## config.mk

```make
export PLATFORM = sky130hd
export DESIGN_NAME = cilm_latch
export DESIGN_NICKNAME = d
export VERILOG_FILES = /design/src/rtl/cilm_pkg.sv /design/src/rtl/cilm_flag_cell.sv /design/src/rtl/cilm_latch.sv
export VERILOG_INCLUDE_DIRS = /design/src /design/src/rtl
export SDC_FILE = /design/constraint.sdc
export NUM_CORES = 1
export LEC_CHECK = 0
export BUFFER_PORTS_ARGS = -buffer_cell sky130_fd_sc_hd__buf_2
export CORE_ASPECT_RATIO = 0.9
export CORE_MARGIN = 3
export CORE_UTILIZATION = 45
export CTS_BUF_LIST = sky130_fd_sc_hd__clkbuf_8
export CTS_CLUSTER_DIAMETER = 50
export DETAILED_ROUTE_END_ITERATION = 8
export PLACE_DENSITY = 0.75
export SLEW_MARGIN = 20
export SYNTH_ARGS = -nofsm -noshare
export SYNTH_HDL_FRONTEND = slang
export SYNTH_SLANG_ARGS = --single-unit
```

## constraint.sdc

```tcl
create_clock -name ref_clk -period 1.45 [get_ports ref_clk]
set_clock_uncertainty 0.15 [all_clocks]
set_input_delay 0.2175 -clock ref_clk [delete_from_list [all_inputs] [get_ports ref_clk]]
set_output_delay 0.2175 -clock ref_clk [all_outputs]
set_load 0.05 [all_outputs]
```

## src/rtl/cilm_defines.svh

```systemverilog
// Register offsets, field positions, reset values and widths for the charger event latch.
`ifndef CILM_DEFINES_SVH
`define CILM_DEFINES_SVH
`define CILM_FLAGS_OFFSET 8'h30
`define CILM_MASKS_OFFSET 8'h31
`define CILM_FLAGS_RESET 8'h00
`define CILM_MASKS_RESET 8'hce
`define CILM_BIT_RSVD 0
`define CILM_BIT_THM 1
`define CILM_BIT_BAT 2
`define CILM_BIT_CHG 3
`define CILM_BIT_UV 4
`define CILM_BIT_OV 5
`define CILM_BIT_TOPOFF 6
`define CILM_BIT_ILIM 7
`define CILM_NSRC 8
`define CILM_BATDET_W 2
`define CILM_THM_DTL_W 3
`define CILM_THM_COLD 3'h1
`define CILM_THM_HOT 3'h5
`define CILM_ZERO8 8'h00
`define CILM_SNAP_THM 0
`define CILM_SNAP_BFLT 1
`define CILM_SNAP_BDET 2
`define CILM_SNAP_B2S 4
`define CILM_SNAP_PRE 5
`define CILM_SNAP_CHG 6
`define CILM_SNAP_UV 7
`define CILM_SNAP_OV 8
`define CILM_SNAP_TOP 9
`define CILM_SNAP_REG 10
`define CILM_SNAP_INV 11
`define CILM_SNAP_BST 12
`define CILM_SNAP_W 13
`endif

```

## src/rtl/cilm_pkg.sv

```systemverilog
// Types shared by the charger event latch modules.
package cilm_pkg;
   typedef logic [7:0] cilm_byte_t;
   typedef enum logic [1:0] {
      CILM_MODE_IDLE,
      CILM_MODE_CHARGER,
      CILM_MODE_BOOST
   } cilm_ilim_mode_t;
endpackage : cilm_pkg

```

## src/rtl/cilm_flag_cell.sv

```systemverilog
// One sticky event flag, set by its event input and cleared on read.
`timescale 1ns/100ps
module cilm_flag_cell (
   input wire logic ref_clk,
   input wire logic resetn,
   input wire logic event_in,
   input wire logic clear,
   output logic flag
);
   logic next_flag;

   // Set wins over clear so an event in the read cycle survives to the next read.
   always_comb begin
      next_flag = event_in | (flag & ~clear);
   end

   always_ff @(posedge ref_clk or negedge resetn) begin
      if (!resetn) begin
         flag <= 1'b0;
      end else begin
         flag <= next_flag;
      end
   end
endmodule : cilm_flag_cell

```

## src/rtl/cilm_latch.sv

```systemverilog
// Charger event flag latch and mask register with read-to-clear flags.
//
// Contract
// - Flag bit 1 sets when the thermistor fault indication changes; held until read.
// - Flag bit 2 sets when battery status or any battery detail changes.
// - Flag bit 3 sets when the charger suspended status changes.
// - Flag bit 4 sets when the input undervoltage status changes.
// - Flag bit 5 sets when the input overvoltage status changes.
// - Flag bit 6 sets when the charger enters the top-off state.
// - In charger mode, bit 7 sets on input-limit regulating or invalid change.
// - In reverse boost mode, bit 7 sets on boost output limit change.
// - Reading a flag clears it; flags reset to zero; bit 0 reads zero.
// - Mask bits 1 to 7 suppress their source when one; bit 0 reserved.
// - Mask register resets to a value masking all but undervoltage and overvoltage.
// - Thermistor fault is one when temperature detail shows out of charging range.
`timescale 1ns/100ps
`include "cilm_defines.svh"
module cilm_latch
   import cilm_pkg::*;
(
   input wire logic ref_clk,
   input wire logic resetn,
   input wire logic [7:0] reg_addr,
   input wire logic reg_rd,
   input wire logic reg_wr,
   input wire logic [7:0] reg_wdata,
   output logic [7:0] reg_rdata,
   input wire logic [2:0] thermistor_detail,
   input wire logic battery_fault_status,
   input wire logic [1:0] battery_detect_detail,
   input wire logic battery_to_system_detail,
   input wire logic precharge_threshold_detail,
   input wire logic charger_suspended_status,
   input wire logic input_undervoltage_status,
   input wire logic input_overvoltage_status,
   input wire logic topoff_status,
   input wire logic input_limit_regulating_status,
   input wire logic input_limit_invalid_status,
   input wire logic boost_output_limit_status,
   input wire logic charger_enabled,
   input wire logic boost_enabled,
   output logic thermistor_fault_status,
   output logic irq
);
   // Combined snapshot of every watched status, compared cycle to cycle.
   localparam int SNAP_W = `CILM_SNAP_W;

   logic [SNAP_W-1:0] snap;
   logic [SNAP_W-1:0] prev_snap;
   logic [SNAP_W-1:0] next_prev_snap;
   logic snap_valid;
   logic next_snap_valid;
   cilm_byte_t masks;
   cilm_byte_t next_masks;
   cilm_byte_t flags;
   cilm_byte_t events;
   cilm_byte_t clears;
   cilm_byte_t next_rdata;
   logic next_irq;
   logic next_thm_fault;
   logic thm_now;
   cilm_ilim_mode_t ilim_mode;

   function automatic logic hit(input logic [7:0] a, input logic [7:0] off);
      hit = (a == off);
   endfunction : hit

   always_comb begin
      thm_now = (thermistor_detail == `CILM_THM_COLD) ||
         (thermistor_detail == `CILM_THM_HOT);
      next_thm_fault = thm_now;
   end

   // Boost wins if both enables are up, so bit 7 never takes the charger and boost sources at once.
   always_comb begin
      if (boost_enabled) begin
         ilim_mode = CILM_MODE_BOOST;
      end else if (charger_enabled) begin
         ilim_mode = CILM_MODE_CHARGER;
      end else begin
         ilim_mode = CILM_MODE_IDLE;
      end
   end

   always_comb begin
      snap = '0;
      snap[`CILM_SNAP_THM] = thm_now;
      snap[`CILM_SNAP_BFLT] = battery_fault_status;
      snap[`CILM_SNAP_BDET +: `CILM_BATDET_W] = battery_detect_detail;
      snap[`CILM_SNAP_B2S] = battery_to_system_detail;
      snap[`CILM_SNAP_PRE] = precharge_threshold_detail;
      snap[`CILM_SNAP_CHG] = charger_suspended_status;
      snap[`CILM_SNAP_UV] = input_undervoltage_status;
      snap[`CILM_SNAP_OV] = input_overvoltage_status;
      snap[`CILM_SNAP_TOP] = topoff_status;
      snap[`CILM_SNAP_REG] = input_limit_regulating_status;
      snap[`CILM_SNAP_INV] = input_limit_invalid_status;
      snap[`CILM_SNAP_BST] = boost_output_limit_status;
   end

   // The first cycle after reset only takes a baseline, so power-up levels raise no flags.
   always_comb begin
      next_prev_snap = snap;
      next_snap_valid = 1'b1;
   end

   always_ff @(posedge ref_clk or negedge resetn) begin
      if (!resetn) begin
         prev_snap <= '0;
         snap_valid <= 1'b0;
      end else begin
         prev_snap <= next_prev_snap;
         snap_valid <= next_snap_valid;
      end
   end

   always_comb begin
      logic [SNAP_W-1:0] d;
      d = snap ^ prev_snap;
      events = `CILM_ZERO8;
      if (snap_valid) begin
         events[`CILM_BIT_THM] = d[`CILM_SNAP_THM];
         events[`CILM_BIT_BAT] = |d[`CILM_SNAP_PRE:`CILM_SNAP_BFLT];
         events[`CILM_BIT_CHG] = d[`CILM_SNAP_CHG];
         events[`CILM_BIT_UV] = d[`CILM_SNAP_UV];
         events[`CILM_BIT_OV] = d[`CILM_SNAP_OV];
         events[`CILM_BIT_TOPOFF] = snap[`CILM_SNAP_TOP] & ~prev_snap[`CILM_SNAP_TOP];
         case (ilim_mode)
            CILM_MODE_CHARGER: begin
               events[`CILM_BIT_ILIM] = d[`CILM_SNAP_REG] | d[`CILM_SNAP_INV];
            end
            CILM_MODE_BOOST: begin
               events[`CILM_BIT_ILIM] = d[`CILM_SNAP_BST];
            end
            default: begin
               events[`CILM_BIT_ILIM] = 1'b0;
            end
         endcase
      end
   end

   // A read of the flag register clears every bit it returned.
   assign clears = (reg_rd && hit(reg_addr, `CILM_FLAGS_OFFSET)) ? flags : `CILM_ZERO8;

   // Bit 0 has no source, so it gets no cell and is tied to zero for good.
   genvar gi;
   generate
      for (gi = 0; gi < `CILM_NSRC; gi++) begin : g_flag
         if (gi == `CILM_BIT_RSVD) begin : g_rsvd
            assign flags[gi] = 1'b0;
         end else begin : g_cell
            cilm_flag_cell u_cell (
               .ref_clk(ref_clk),
               .resetn(resetn),
               .event_in(events[gi]),
               .clear(clears[gi]),
               .flag(flags[gi])
            );
         end
      end
   endgenerate

   // Only the mask offset is writable; writes aimed at the flags are dropped.
   always_comb begin
      next_masks = masks;
      if (reg_wr && hit(reg_addr, `CILM_MASKS_OFFSET)) begin
         next_masks = reg_wdata;
         next_masks[`CILM_BIT_RSVD] = 1'b0;
      end
   end

   always_ff @(posedge ref_clk or negedge resetn) begin
      if (!resetn) begin
         masks <= `CILM_MASKS_RESET;
      end else begin
         masks <= next_masks;
      end
   end

   // Idle and unmapped cycles return zero, so a stale value never looks like a fresh read.
   always_comb begin
      next_rdata = `CILM_ZERO8;
      if (reg_rd) begin
         if (hit(reg_addr, `CILM_FLAGS_OFFSET)) begin
            next_rdata = flags;
         end else if (hit(reg_addr, `CILM_MASKS_OFFSET)) begin
            next_rdata = masks;
         end
      end
   end

   always_ff @(posedge ref_clk or negedge resetn) begin
      if (!resetn) begin
         reg_rdata <= `CILM_ZERO8;
      end else begin
         reg_rdata <= next_rdata;
      end
   end

   // Masking only gates the request; the flags themselves keep latching.
   always_comb begin
      next_irq = |(flags & ~masks);
   end

   always_ff @(posedge ref_clk or negedge resetn) begin
      if (!resetn) begin
         irq <= 1'b0;
      end else begin
         irq <= next_irq;
      end
   end

   // Registered so that the status pin never carries decode glitches.
   always_ff @(posedge ref_clk or negedge resetn) begin
      if (!resetn) begin
         thermistor_fault_status <= 1'b0;
      end else begin
         thermistor_fault_status <= next_thm_fault;
      end
   end
endmodule : cilm_latch

```

==> impl_metrics.py, run 1 <==
metrics = {
    "critical_path": {
        "startpoint_type": "register",
        "crit_start": "masks[7]$_DFFE_PN1P_",
        "critPathKind": "reg -> reg",
        "worstSetupEndpointType": "register",
        "critical-path-slowest-cell": "sky130_fd_sc_hd__dfstp_2",
        "worstPathMaxFanout": 3,
        "crit_arrival_ns": 1.40,
        "endpoint": "irq$_DFF_PN0_",
        "rr_worst_depth": 2,
        "worst_ep_required_time_ns": 1.45,
        "path_cells": "o22ai_1, or4_1",
        "reg2reg_to": "irq$_DFF_PN0_",
        "rrSetupSlack_ns": 0.05,
        "worstReg2RegStart": "masks[7]$_DFFE_PN1P_",
        "slowest_delay_ns": 0.55,
    },
    "power_and_ir_drop": {
        "total_leakage_power_nw": 0.982,
        "peak_ir_drop_on_the_vdd_network_uv": 706,
        "switching_share_of_total_power": 0.215,
        "power.internal_w": 0.00151,
        "sequentialPowerShare": 0.551,
        "pwr-share-clk": 0.353,
        "power_frac_comb": 0.096,
        "power_density_nw_per_um2": 1000,
        "switchingPower_w": 0.000414,
    },
    "synth": {
        "async_flop_share": 1.00,
        "netlist_area_sq_um": 1420,
        "post_synth_inst_count": 102,
        "avgSynthCellArea_sq_um": 14.0,
        "syn_nets": 139,
        "yosys.area.top_type_share": 0.545,
        "post_synth_main_area_contributors": "sky130_fd_sc_hd__dfrtp_1 54%, sky130_fd_sc_hd__dfstp_2 9.2%, sky130_fd_sc_hd__a22o_1 5.5%",
        "synthFlopType": "sky130_fd_sc_hd__dfrtp_1",
        "post_synth_num_cell_types": 27,
        "synth_sequential_area_ratio": 0.637,
        "ys_ff_latch": 36,
        "synth-edff-count": 0,
        "ys.warnings.count": 0,
        "synth.largest_area_cell": "sky130_fd_sc_hd__dfrtp_1",
    },
    "global_route": {
        "grt_pass1_wl_mm": 4.71,
        "grt_overflow_total": 0,
        "first_global_vias": 1102,
        "grt_usage": 0.166,
        "initial_antenna_violation_count": 0,
        "maximum_number_of_pins_on_one_net_before_global_route_repair": 37,
    },
    "floorplanning": {
        "die-width_um": 65.3,
        "core_region_area_sq_um": 2880,
        "die_area_sq_um": 3880,
        "num_io_pins": 47,
        "placement_rows": 18,
        "initial_utilization": 0.494,
        "die_height_um": 59.4,
    },
    "drt": {
        "detail_route.vias_per_cell": 4.78,
        "detail_route.wl_per_cell_um": 13.0,
        "route.antenna.remaining_nets": 0,
        "dr.pass1.iters": 4,
        "routed_wirelength_mm": 2.69,
        "initialDrtViolationCount": 47,
        "via_count": 989,
        "drc": 0,
    },
    "clock_tree": {
        "cts_tree": "done",
        "numCtsBuffers": 5,
        "clock_pin_slew_on_the_worst_setup_and_hold_paths_ns": 0.06,
        "cts_max_path_buffers": 2,
        "clock_sink_count": 36,
        "clkLatencyLatePin_ns": 0.28,
        "cts.htree.levels": 2,
        "cell_at_the_root_of_the_clock_tree": "sky130_fd_sc_hd__clkbuf_8",
    },
    "finish": {
        "most_frequent_standard_cell_in_the_layout_excluding_fill_and_tap_cells": "sky130_fd_sc_hd__buf_2",
        "area_growth_from_synthesis_to_final_layout_pct": 35.0,
        "layout-drive-gt1-share": 0.407,
        "nNetsFinal": 203,
        "most_frequent_cells_in_the_layout": "42 x sky130_fd_sc_hd__buf_2, 31 x sky130_fd_sc_hd__dfrtp_1, 14 x sky130_fd_sc_hd__dlygate4sd3_1",
        "postLayoutCoreUtil": 0.667,
        "antenna_cells_inserted": 0,
    },
    "sta": {
        "timing_max_transition_violations_final": 0,
        "fin_crit_sh": 0.964,
        "final.min_clock_period_ns": 1.40,
        "max_freq_mhz": 716,
        "setup-tns-final_ns": 0,
        "finalHoldViolCount": 0,
        "unrepaired_setup_endpoints_after_global_routing": "false",
        "finalSetupViolations": 0,
    },
    "placed_design": {
        "detailed_place_hpwl_mm": 2.02,
        "place.gp.congestion": 0.748,
        "place.port_buffers": 43,
    },
    "min_path": {
        "worstHoldStart": "reg_wdata[3]",
        "min-delay-path-class": "in -> reg",
    },
    "flow_run": {
        "max-cap-violations": 0,
    },
    "run_status": {
        "status": "finished, final reports clean",
    },
}
[cell usage after synthesis (2+ instances only)]
cell / number
sky130_fd_sc_hd__xor2_1: 7
sky130_fd_sc_hd__o22ai_1: 5
sky130_fd_sc_hd__dfrtp_1: 31
sky130_fd_sc_hd__a22o_1: 9
sky130_fd_sc_hd__nor2b_1: 2
sky130_fd_sc_hd__nor2_1: 3
sky130_fd_sc_hd__dfstp_2: 5
sky130_fd_sc_hd__o21ai_0: 3
sky130_fd_sc_hd__conb_1: 2
sky130_fd_sc_hd__xnor2_1: 5
sky130_fd_sc_hd__inv_1: 8
sky130_fd_sc_hd__mux2_2: 7
[critical path, delay by kind of cell (launching register included)]
kind	cells	cell delay [ns]
AOI/OAI and AO/OA	1	0.06
DFF	1	0.55
and+or+nand+nor	1	0.50
[cell families (layout without fill, tap and decap cells)]
logic type / count (synthesis) / in the layout / share of synthesized area
AO/OA/AOI/OAI: 18 / 18 / 0.0940
XOR/XNOR: 12 / 12 / 0.0738
buffers and inverters: 9 / 74 / 0.0264
flip-flops: 36 / 36 / 0.637
multiplexers: 8 / 8 / 0.0624
other: 2 / 2 / 0.00527
AND/OR/NAND/NOR: 17 / 17 / 0.101
[layout make-up]
type,count,area [sq um]
inverters,8,30.0
well taps,40,50.0
flip-flops and latches,36,907
multi-input cells,57,479
clock inverters,2,7.51
fillers,249,961
clock buffers,6,82.6
repair buffers,58,365
[stage by stage]
step                      worst slack, ns  power [W]  instances  cell area (sq um)  hold slack, ns
after floorplan                    0.0868    0.00114        102               1420          -0.228
after global placement            -0.0734    0.00123        186               1700           0.116
after detailed placement           -0.107    0.00124        186               1700           0.122
after CTS                          0.0199    0.00195        208               1930          0.0111
after global routing              0.00741    0.00204        207               1920          0.0148
final                              0.0527    0.00193        207               1920          0.0175
[worst min-delay path by stage]
stage               cells after the start                                endpoint  slack (ns)
global placement                        2                  reg_rdata[1]$_DFF_PN0_        0.12
finish                                  2                    masks[3]$_DFFE_PN1P_        0.02
CTS                                     2                    masks[3]$_DFFE_PN1P_        0.01
global route                            2                    masks[1]$_DFFE_PN1P_        0.01
floorplan                               0  g_flag[1].g_cell.u_cell.flag$_DFF_PN0_       -0.23
detailed placement                      2                  reg_rdata[1]$_DFF_PN0_        0.12
[per-layer routing]
metal,GRT usage,vias up,share of wire
li1,-,478,-
met1,0.187,464,0.41
met2,0.284,42,0.50
met3,0.0531,5,0.071
met4,0.0858,0,0.017
met5,0,-,0
[power by group through the flow]
stage	registers, W	logic, W	clock network (W)
after floorplan	0.00108	0.0000613	0
after global placement	0.00108	0.000149	0
after detailed placement	0.00108	0.000157	0
after CTS	0.00106	0.000186	0.000704
after global routing	0.00106	0.000204	0.000770
final	0.00106	0.000184	0.000680
[flip-flops by register name (all words and copies together), names as in the netlist]
register,count
reg_rdata,7
prev_snap,13
irq,1
g_flag.g_cell.u_cell.flag,7
snap_valid,1
masks,7
[timing repair]
action                                  CTS  global route
endpoints found under the setup margin    0             2
gates resized for setup                   0             2
setup buffers                             0             0
hold buffers                             14             0
hold endpoints to repair                 44             0
No activity file was read; power rests on OpenSTA's default activity.
==> run 2: changes to the inputs <==
--- a/config.mk
+++ b/config.mk
@@ -6,14 +6,15 @@
 export SDC_FILE = /design/constraint.sdc
 export NUM_CORES = 1
 export LEC_CHECK = 0
+export ABC_AREA = 1
 export BUFFER_PORTS_ARGS = -buffer_cell sky130_fd_sc_hd__buf_2
 export CORE_ASPECT_RATIO = 0.9
 export CORE_MARGIN = 3
-export CORE_UTILIZATION = 45
+export CORE_UTILIZATION = 52
 export CTS_BUF_LIST = sky130_fd_sc_hd__clkbuf_8
 export CTS_CLUSTER_DIAMETER = 50
 export DETAILED_ROUTE_END_ITERATION = 8
-export PLACE_DENSITY = 0.75
+export PLACE_DENSITY_LB_ADDON = 0.1
 export SLEW_MARGIN = 20
 export SYNTH_ARGS = -nofsm -noshare
 export SYNTH_HDL_FRONTEND = slang
==> run 2 against run 1 <==
- core utilization grew 8.5 points
- synthesized cell count grew 73%
- hold slack lost 0.013 ns
- area after synthesis grew 9.0%
- fmax grew 3.1%
- final cell count grew 38%
- largest power group unchanged
==> impl_metrics.py, run 2 <==
metrics = {
    "power_and_ir_drop": {
        "power_frac_comb": 0.107,
        "power.internal_w": 0.00148,
        "switching_share_of_total_power": 0.244,
        "switchingPower_w": 0.000476,
        "peak_ir_drop_on_the_vdd_network_uv": 670,
        "power_density_nw_per_um2": 931,
        "total_leakage_power_nw": 1.15,
        "sequentialPowerShare": 0.544,
        "pwr-share-clk": 0.349,
    },
    "sta": {
        "setup_slack_ns": 0.0951,
        "finalSetupViolations": 0,
        "finalHoldViolCount": 0,
        "unrepaired_setup_endpoints_after_global_routing": "false",
        "timing_max_transition_violations_final": 0,
        "setup-tns-final_ns": 0,
        "fin_crit_sh": 0.934,
        "final.min_clock_period_ns": 1.35,
        "max_freq_mhz": 738,
        "holdWs_ns": 0.00465,
    },
    "critical_path": {
        "worstPathMaxFanout": 3,
        "rr_worst_depth": 3,
        "worst_ep_required_time_ns": 1.47,
        "startpoint_type": "input pin",
        "worstReg2RegStart": "masks[6]$_DFFE_PN1P_",
        "rrSetupSlack_ns": 0.32,
        "crit_arrival_ns": 1.38,
        "reg2reg_to": "irq$_DFF_PN0_",
        "worstSetupEndpointType": "register",
        "critPathKind": "in -> reg",
    },
    "placed_design": {
        "dpl_worst_slack_ns": 0.0556,
        "place.gp.congestion": 0.828,
        "detailed_place_hpwl_mm": 2.33,
        "place.port_buffers": 43,
    },
    "synth": {
        "synth-edff-count": 0,
        "yosys.area.top_type_share": 0.500,
        "post_synth_main_area_contributors": "sky130_fd_sc_hd__dfrtp_1 50%, sky130_fd_sc_hd__nand2_1 14%, sky130_fd_sc_hd__dfstp_2 8.5%",
        "ys_ff_latch": 36,
        "syn_nets": 213,
        "synth_top_family_by_area": "simple AND/OR/NAND/NOR gates",
        "synth.cells.most_frequent": "59 x sky130_fd_sc_hd__nand2_1, 31 x sky130_fd_sc_hd__dfrtp_1, 23 x sky130_fd_sc_hd__inv_1",
        "post_synth_num_cell_types": 23,
        "ys.warnings.count": 0,
        "post_synth_inst_count": 176,
        "netlist_area_sq_um": 1550,
        "post-synth-top-count-cell": "sky130_fd_sc_hd__nand2_1",
        "synth.largest_area_cell": "sky130_fd_sc_hd__dfrtp_1",
        "synth-compound-area-share": 0.0347,
        "synth-xor-area-share": 0.0113,
        "synthMuxAreaShare": 0,
        "post_synth_and_or_nand_nor_area_fraction": 0.286,
        "post_synth_fa_ha_maj_area_fraction": 0,
        "avgSynthCellArea_sq_um": 8.82,
        "synthFlopType": "sky130_fd_sc_hd__dfrtp_1",
        "async_flop_share": 1.00,
        "synth_sequential_area_ratio": 0.585,
    },
    "floorplanning": {
        "die-width_um": 63.6,
        "initial_utilization": 0.556,
        "die_area_sq_um": 3680,
        "die_height_um": 57.8,
        "num_io_pins": 47,
        "placement_rows": 18,
        "core_region_area_sq_um": 2790,
    },
    "drt": {
        "drc": 0,
        "routed_wirelength_mm": 3.34,
        "detail_route.vias_per_cell": 4.64,
        "via_count": 1327,
        "route.antenna.remaining_nets": 0,
        "initialDrtViolationCount": 33,
        "detail_route.wl_per_cell_um": 11.7,
        "dr.pass1.iters": 4,
    },
    "finish": {
        "nNetsFinal": 282,
        "most_frequent_cells_in_the_layout": "59 x sky130_fd_sc_hd__nand2_1, 43 x sky130_fd_sc_hd__buf_2, 31 x sky130_fd_sc_hd__dfrtp_1",
        "largest_reg_flops": 13,
        "area_growth_from_synthesis_to_final_layout_pct": 35.3,
        "layout-drive-gt1-share": 0.293,
        "antenna_cells_inserted": 0,
        "most_frequent_standard_cell_in_the_layout_excluding_fill_and_tap_cells": "sky130_fd_sc_hd__nand2_1",
        "fillCellCount": 228,
        "largest_register": "prev_snap",
    },
    "clock_tree": {
        "clock_pin_slew_on_the_worst_setup_and_hold_paths_ns": 0.07,
        "cts_max_path_buffers": 2,
        "cts.htree.levels": 2,
        "numCtsBuffers": 5,
        "clock_sink_count": 36,
        "cts_setup_buffers": 0,
        "cell_at_the_root_of_the_clock_tree": "sky130_fd_sc_hd__clkbuf_8",
        "cts_repair_resize_count": 0,
        "clkLatencyLatePin_ns": 0.29,
        "cts_tree": "done",
    },
    "min_path": {
        "hold_path_end": "masks[6]$_DFFE_PN1P_",
        "hold_depth": 3,
        "min-delay-path-class": "in -> reg",
        "worstHoldStart": "reg_wdata[6]",
    },
    "global_route": {
        "grt_pass1_wl_mm": 5.64,
        "grt_overflow_total": 0,
        "initial_antenna_violation_count": 0,
        "first_global_vias": 1315,
        "grt_usage": 0.203,
        "maximum_number_of_pins_on_one_net_before_global_route_repair": 37,
    },
    "flow_run": {
        "max-cap-violations": 0,
    },
    "run_status": {
        "status": "finished, final reports clean",
    },
}
-- run 2: cells by family after synthesis --
logic type	after synthesis
xor gates and xnor gates	2
AOI/OAI and AO/OA	10
DFF	36
other	2
and+or+nand+nor	99
buffers and inverters	27
-- run 2: worst max path at each step --
stage / startpoint / cells after the start / slack [ns] / endpoint
3_5_place_dp: reg_addr[3] / 7 / 0.06 / masks[5]$_DFFE_PN0P_
3_3_place_gp: reg_addr[7] / 6 / 0.14 / g_flag[5].g_cell.u_cell.flag$_DFF_PN0_
2_1_floorplan: prev_snap[0]$_DFF_PN0_ / 3 / 0.15 / g_flag[1].g_cell.u_cell.flag$_DFF_PN0_
6_report: thermistor_detail[0] / 7 / 0.1 / g_flag[1].g_cell.u_cell.flag$_DFF_PN0_
4_1_cts: thermistor_detail[0] / 7 / 0.09 / g_flag[1].g_cell.u_cell.flag$_DFF_PN0_
5_1_grt: thermistor_detail[0] / 7 / 0.05 / g_flag[1].g_cell.u_cell.flag$_DFF_PN0_
-- run 2: repair_timing --
action / CTS / global route
hold buffers: 18 / 0
endpoints found under the hold margin: 52 / 0
setup endpoints to repair: 0 / 0
-- run 2: metal layers --
metal / track usage / wire [um] / up-vias
met5: 0 / 0 / -
met4: 0.0738 / 74 / 0
met3: 0.0678 / 151 / 9
met2: 0.378 / 1810 / 30
met1: 0.215 / 1300 / 610
li1: - / - / 678
-- run 2: final cells by class --
type | instances | area (sq um) | area share
well taps | 40 | 50.0 | 0.0238
flip-flops and latches | 36 | 907 | 0.432
clock inverters | 3 | 18.8 | 0.00894
inverters | 23 | 86.3 | 0.0411
clock buffers | 5 | 68.8 | 0.0328
multi-input cells | 113 | 523 | 0.249
repair buffers | 66 | 445 | 0.212
-- run 2: critical path: stages --
cell,delay (ns)
sky130_fd_sc_hd__dlygate4sd3_1,0.53
sky130_fd_sc_hd__buf_2,0.12
sky130_fd_sc_hd__inv_1,0.04
sky130_fd_sc_hd__nor2_1,0.05
sky130_fd_sc_hd__or2_2,0.26
sky130_fd_sc_hd__nand3_1,0.08
sky130_fd_sc_hd__o21ai_0,0.09
-- run 2: through the flow --
stage	power (W)	util	area, sq um	instances
6_report	0.00195	0.752	2100	286
5_1_grt	0.00205	0.752	2100	286
4_1_cts	0.00198	0.752	2100	286
3_5_place_dp	0.00125	0.656	1830	260
3_3_place_gp	0.00124	0.656	1830	260
2_1_floorplan	0.00115	-	1550	176
-- run 2: power by group through the flow --
stage,Sequential (W),Combinational (W),Clock [W]
2_1_floorplan,0.00108,0.0000727,0
3_3_place_gp,0.00108,0.000165,0
3_5_place_dp,0.00108,0.000172,0
4_1_cts,0.00106,0.000210,0.000705
5_1_grt,0.00107,0.000234,0.000747
6_report,0.00106,0.000209,0.000683
==> run 3: changes to the inputs <==
--- a/config.mk
+++ b/config.mk
@@ -14,6 +14,7 @@
 export CTS_BUF_LIST = sky130_fd_sc_hd__clkbuf_8
 export CTS_CLUSTER_DIAMETER = 50
 export DETAILED_ROUTE_END_ITERATION = 8
+export MAX_ROUTING_LAYER = met4
 export PLACE_DENSITY_LB_ADDON = 0.1
 export SLEW_MARGIN = 20
 export SYNTH_ARGS = -nofsm -noshare
==> constraint.sdc (replaced) <==
create_clock -name ref_clk -period 1.45 [get_ports ref_clk]
set_clock_uncertainty 0.15 [all_clocks]
set_input_delay 0.435 -clock ref_clk [delete_from_list [all_inputs] [get_ports ref_clk]]
set_output_delay 0.435 -clock ref_clk [all_outputs]
set_load 0.05 [all_outputs]
==> run 3 against run 2 <==
- combinational power fell by 14%
- sequential share of layout area rose by 2.1 points
- non-clock buffer count fell by 14
- final cell count fell by 4.9%
- hold slack improved by 0.11 ns
- clock-buffer cell count rose by 2
==> impl_metrics.py, run 3 (same netlist as run 2, synthesis figures left out) <==
metrics = {
    "run_status": {
        "status": "finished, final reports clean",
    },
    "global_route": {
        "initial_antenna_violation_count": 0,
        "first_global_vias": 1333,
        "grt_pass1_wl_mm": 5.60,
        "maximum_number_of_pins_on_one_net_before_global_route_repair": 37,
        "grt_overflow_total": 0,
        "grt_usage": 0.207,
    },
    "finish": {
        "nNetsFinal": 268,
        "largest_reg_flops": 13,
        "largest_register": "prev_snap",
        "most_frequent_cells_in_the_layout": "59 x sky130_fd_sc_hd__nand2_1, 34 x sky130_fd_sc_hd__buf_2, 31 x sky130_fd_sc_hd__dfrtp_1",
        "fillCellCount": 236,
        "layout-drive-gt1-share": 0.319,
        "postLayoutCoreUtil": 0.717,
        "area_growth_from_synthesis_to_final_layout_pct": 29.0,
        "stdcell_area_sq_um": 2000,
        "antenna_cells_inserted": 0,
        "most_frequent_standard_cell_in_the_layout_excluding_fill_and_tap_cells": "sky130_fd_sc_hd__nand2_1",
    },
    "critical_path": {
        "worst_path_dominant_cell_family": "flip-flops",
        "worstPathMaxFanout": 3,
        "slowest_delay_ns": 0.40,
        "critPathKind": "reg -> out",
        "startpoint_type": "register",
        "crit_buf_inv": 1,
        "path_cells": "buf_6",
        "worstSetupEndpointType": "output pin",
        "critical-path-slowest-cell": "sky130_fd_sc_hd__dfrtp_1",
        "crit_arrival_ns": 0.84,
        "worst_ep_required_time_ns": 0.87,
    },
    "power_and_ir_drop": {
        "power.internal_w": 0.00155,
        "switchingPower_w": 0.000442,
        "pwr-share-clk": 0.376,
        "total_leakage_power_nw": 1.11,
        "sequentialPowerShare": 0.534,
        "switching_share_of_total_power": 0.222,
        "peak_ir_drop_on_the_vdd_network_uv": 721,
        "finalPower_w": 0.00199,
        "power_density_nw_per_um2": 993,
        "power_frac_comb": 0.090,
    },
    "clock_tree": {
        "cts_setup_buffers": 0,
        "cts_tree": "done",
        "clkLatencyLatePin_ns": 0.28,
        "clock_sink_count": 36,
        "clock_pin_slew_on_the_worst_setup_and_hold_paths_ns": 0.06,
        "cell_at_the_root_of_the_clock_tree": "sky130_fd_sc_hd__clkbuf_8",
        "numCtsBuffers": 5,
        "cts_max_path_buffers": 2,
        "cts.htree.levels": 2,
    },
    "placed_design": {
        "place.gp.congestion": 0.832,
        "place_area_sq_um": 1850,
        "detailed_place_hpwl_mm": 2.36,
        "place.port_buffers": 43,
    },
    "floorplanning": {
        "die-width_um": 63.6,
        "num_io_pins": 47,
        "core_region_area_sq_um": 2790,
        "die_area_sq_um": 3680,
        "initial_utilization": 0.556,
        "placement_rows": 18,
        "die_height_um": 57.8,
    },
    "drt": {
        "via_count": 1321,
        "routed_wirelength_mm": 3.10,
        "initialDrtViolationCount": 52,
        "route.antenna.remaining_nets": 0,
        "dr.pass1.iters": 4,
        "drc": 0,
        "detail_route.wl_per_cell_um": 11.4,
        "detail_route.vias_per_cell": 4.86,
    },
    "min_path": {
        "min-delay-path-class": "in -> reg",
    },
    "sta": {
        "final.min_clock_period_ns": 1.43,
        "holdWs_ns": 0.119,
        "timing_max_transition_violations_final": 0,
        "fin_crit_sh": 0.983,
        "max_freq_mhz": 702,
        "unrepaired_setup_endpoints_after_global_routing": "true",
        "finalHoldViolCount": 0,
        "finalSetupViolations": 0,
    },
    "flow_run": {
        "max-cap-violations": 0,
    },
}
==> run 3: changes by cell type in the layout (fill, tap and decap cells not counted), sizes merged <==
cell         delta
buf             +2
clkbuf          +3
clkinv          -3
dlygate4sd3    -17
inv             +1
==> run 3: timing repair <==
item / in CTS / in global routing
resized for setup: 4 / 14
pin swaps: 0 / 0
hold endpoints to repair: 31 / 0
cloned: 0 / 0
hold buffers: 1 / 0
setup endpoints to repair: 3 / 9
==> run 3: area by class of cell <==
class | count | area [sq um] | share of cell area
clock inverter | 1 | 3.75 | 0.00188
tap | 40 | 50.0 | 0.0250
timing repair buffer | 52 | 335 | 0.168
sequential | 36 | 907 | 0.453
clock buffer | 7 | 96.3 | 0.0481
inverter | 23 | 86.3 | 0.0431
multi-input combinational | 113 | 523 | 0.261
==> run 3: final timing paths <==
| kind | startpoint | to | slack [ns] | depth (start not counted) |
|---|---|---|---|---|
| max in group asynchronous | resetn | masks[3]$_DFFE_PN1P_ | 0.40 | 3 |
| max | prev_snap[0]$_DFF_PN0_ | thermistor_fault_status | 0.02 | 1 |
| min in group asynchronous | resetn | prev_snap[3]$_DFF_PN0_ | 0.48 | 3 |
| max reg2reg | masks[6]$_DFFE_PN1P_ | irq$_DFF_PN0_ | 0.30 | 3 |
| min reg2reg | masks[2]$_DFFE_PN1P_ | masks[2]$_DFFE_PN1P_ | 0.33 | 2 |
| min | topoff_status | prev_snap[9]$_DFF_PN0_ | 0.12 | 1 |
==> run 3: per-layer routing <==
| metal | global-route usage | wire (um) | vias up |
|---|---|---|---|
| li1 | - | - | 651 |
| met1 | 0.240 | 1230 | 627 |
| met2 | 0.326 | 1620 | 35 |
| met3 | 0.0698 | 174 | 8 |
| met4 | 0.102 | 72 | 0 |
| met5 | - | 0 | - |
==> run 3: power by group through the flow <==
stage	registers (W)	logic, W	clock network, W
5_1_grt	0.00107	0.000204	0.000824
3_5_place_dp	0.00108	0.000176	0
3_3_place_gp	0.00108	0.000169	0
4_1_cts	0.00106	0.000182	0.000768
6_report	0.00106	0.000179	0.000747
2_1_floorplan	0.00108	0.0000727	0
==> run 3: stage by stage <==
| stage | setup WS [ns] | instances | TNS, ns |
|---|---|---|---|
| 2_1_floorplan | 0.150 | 176 | 0 |
| 3_3_place_gp | -0.0868 | 263 | -0.709 |
| 3_5_place_dp | -0.112 | 263 | -1.18 |
| 4_1_cts | 0.000319 | 272 | 0 |
| 5_1_grt | -0.00683 | 272 | -0.0120 |
| 6_report | 0.0247 | 272 | 0 |
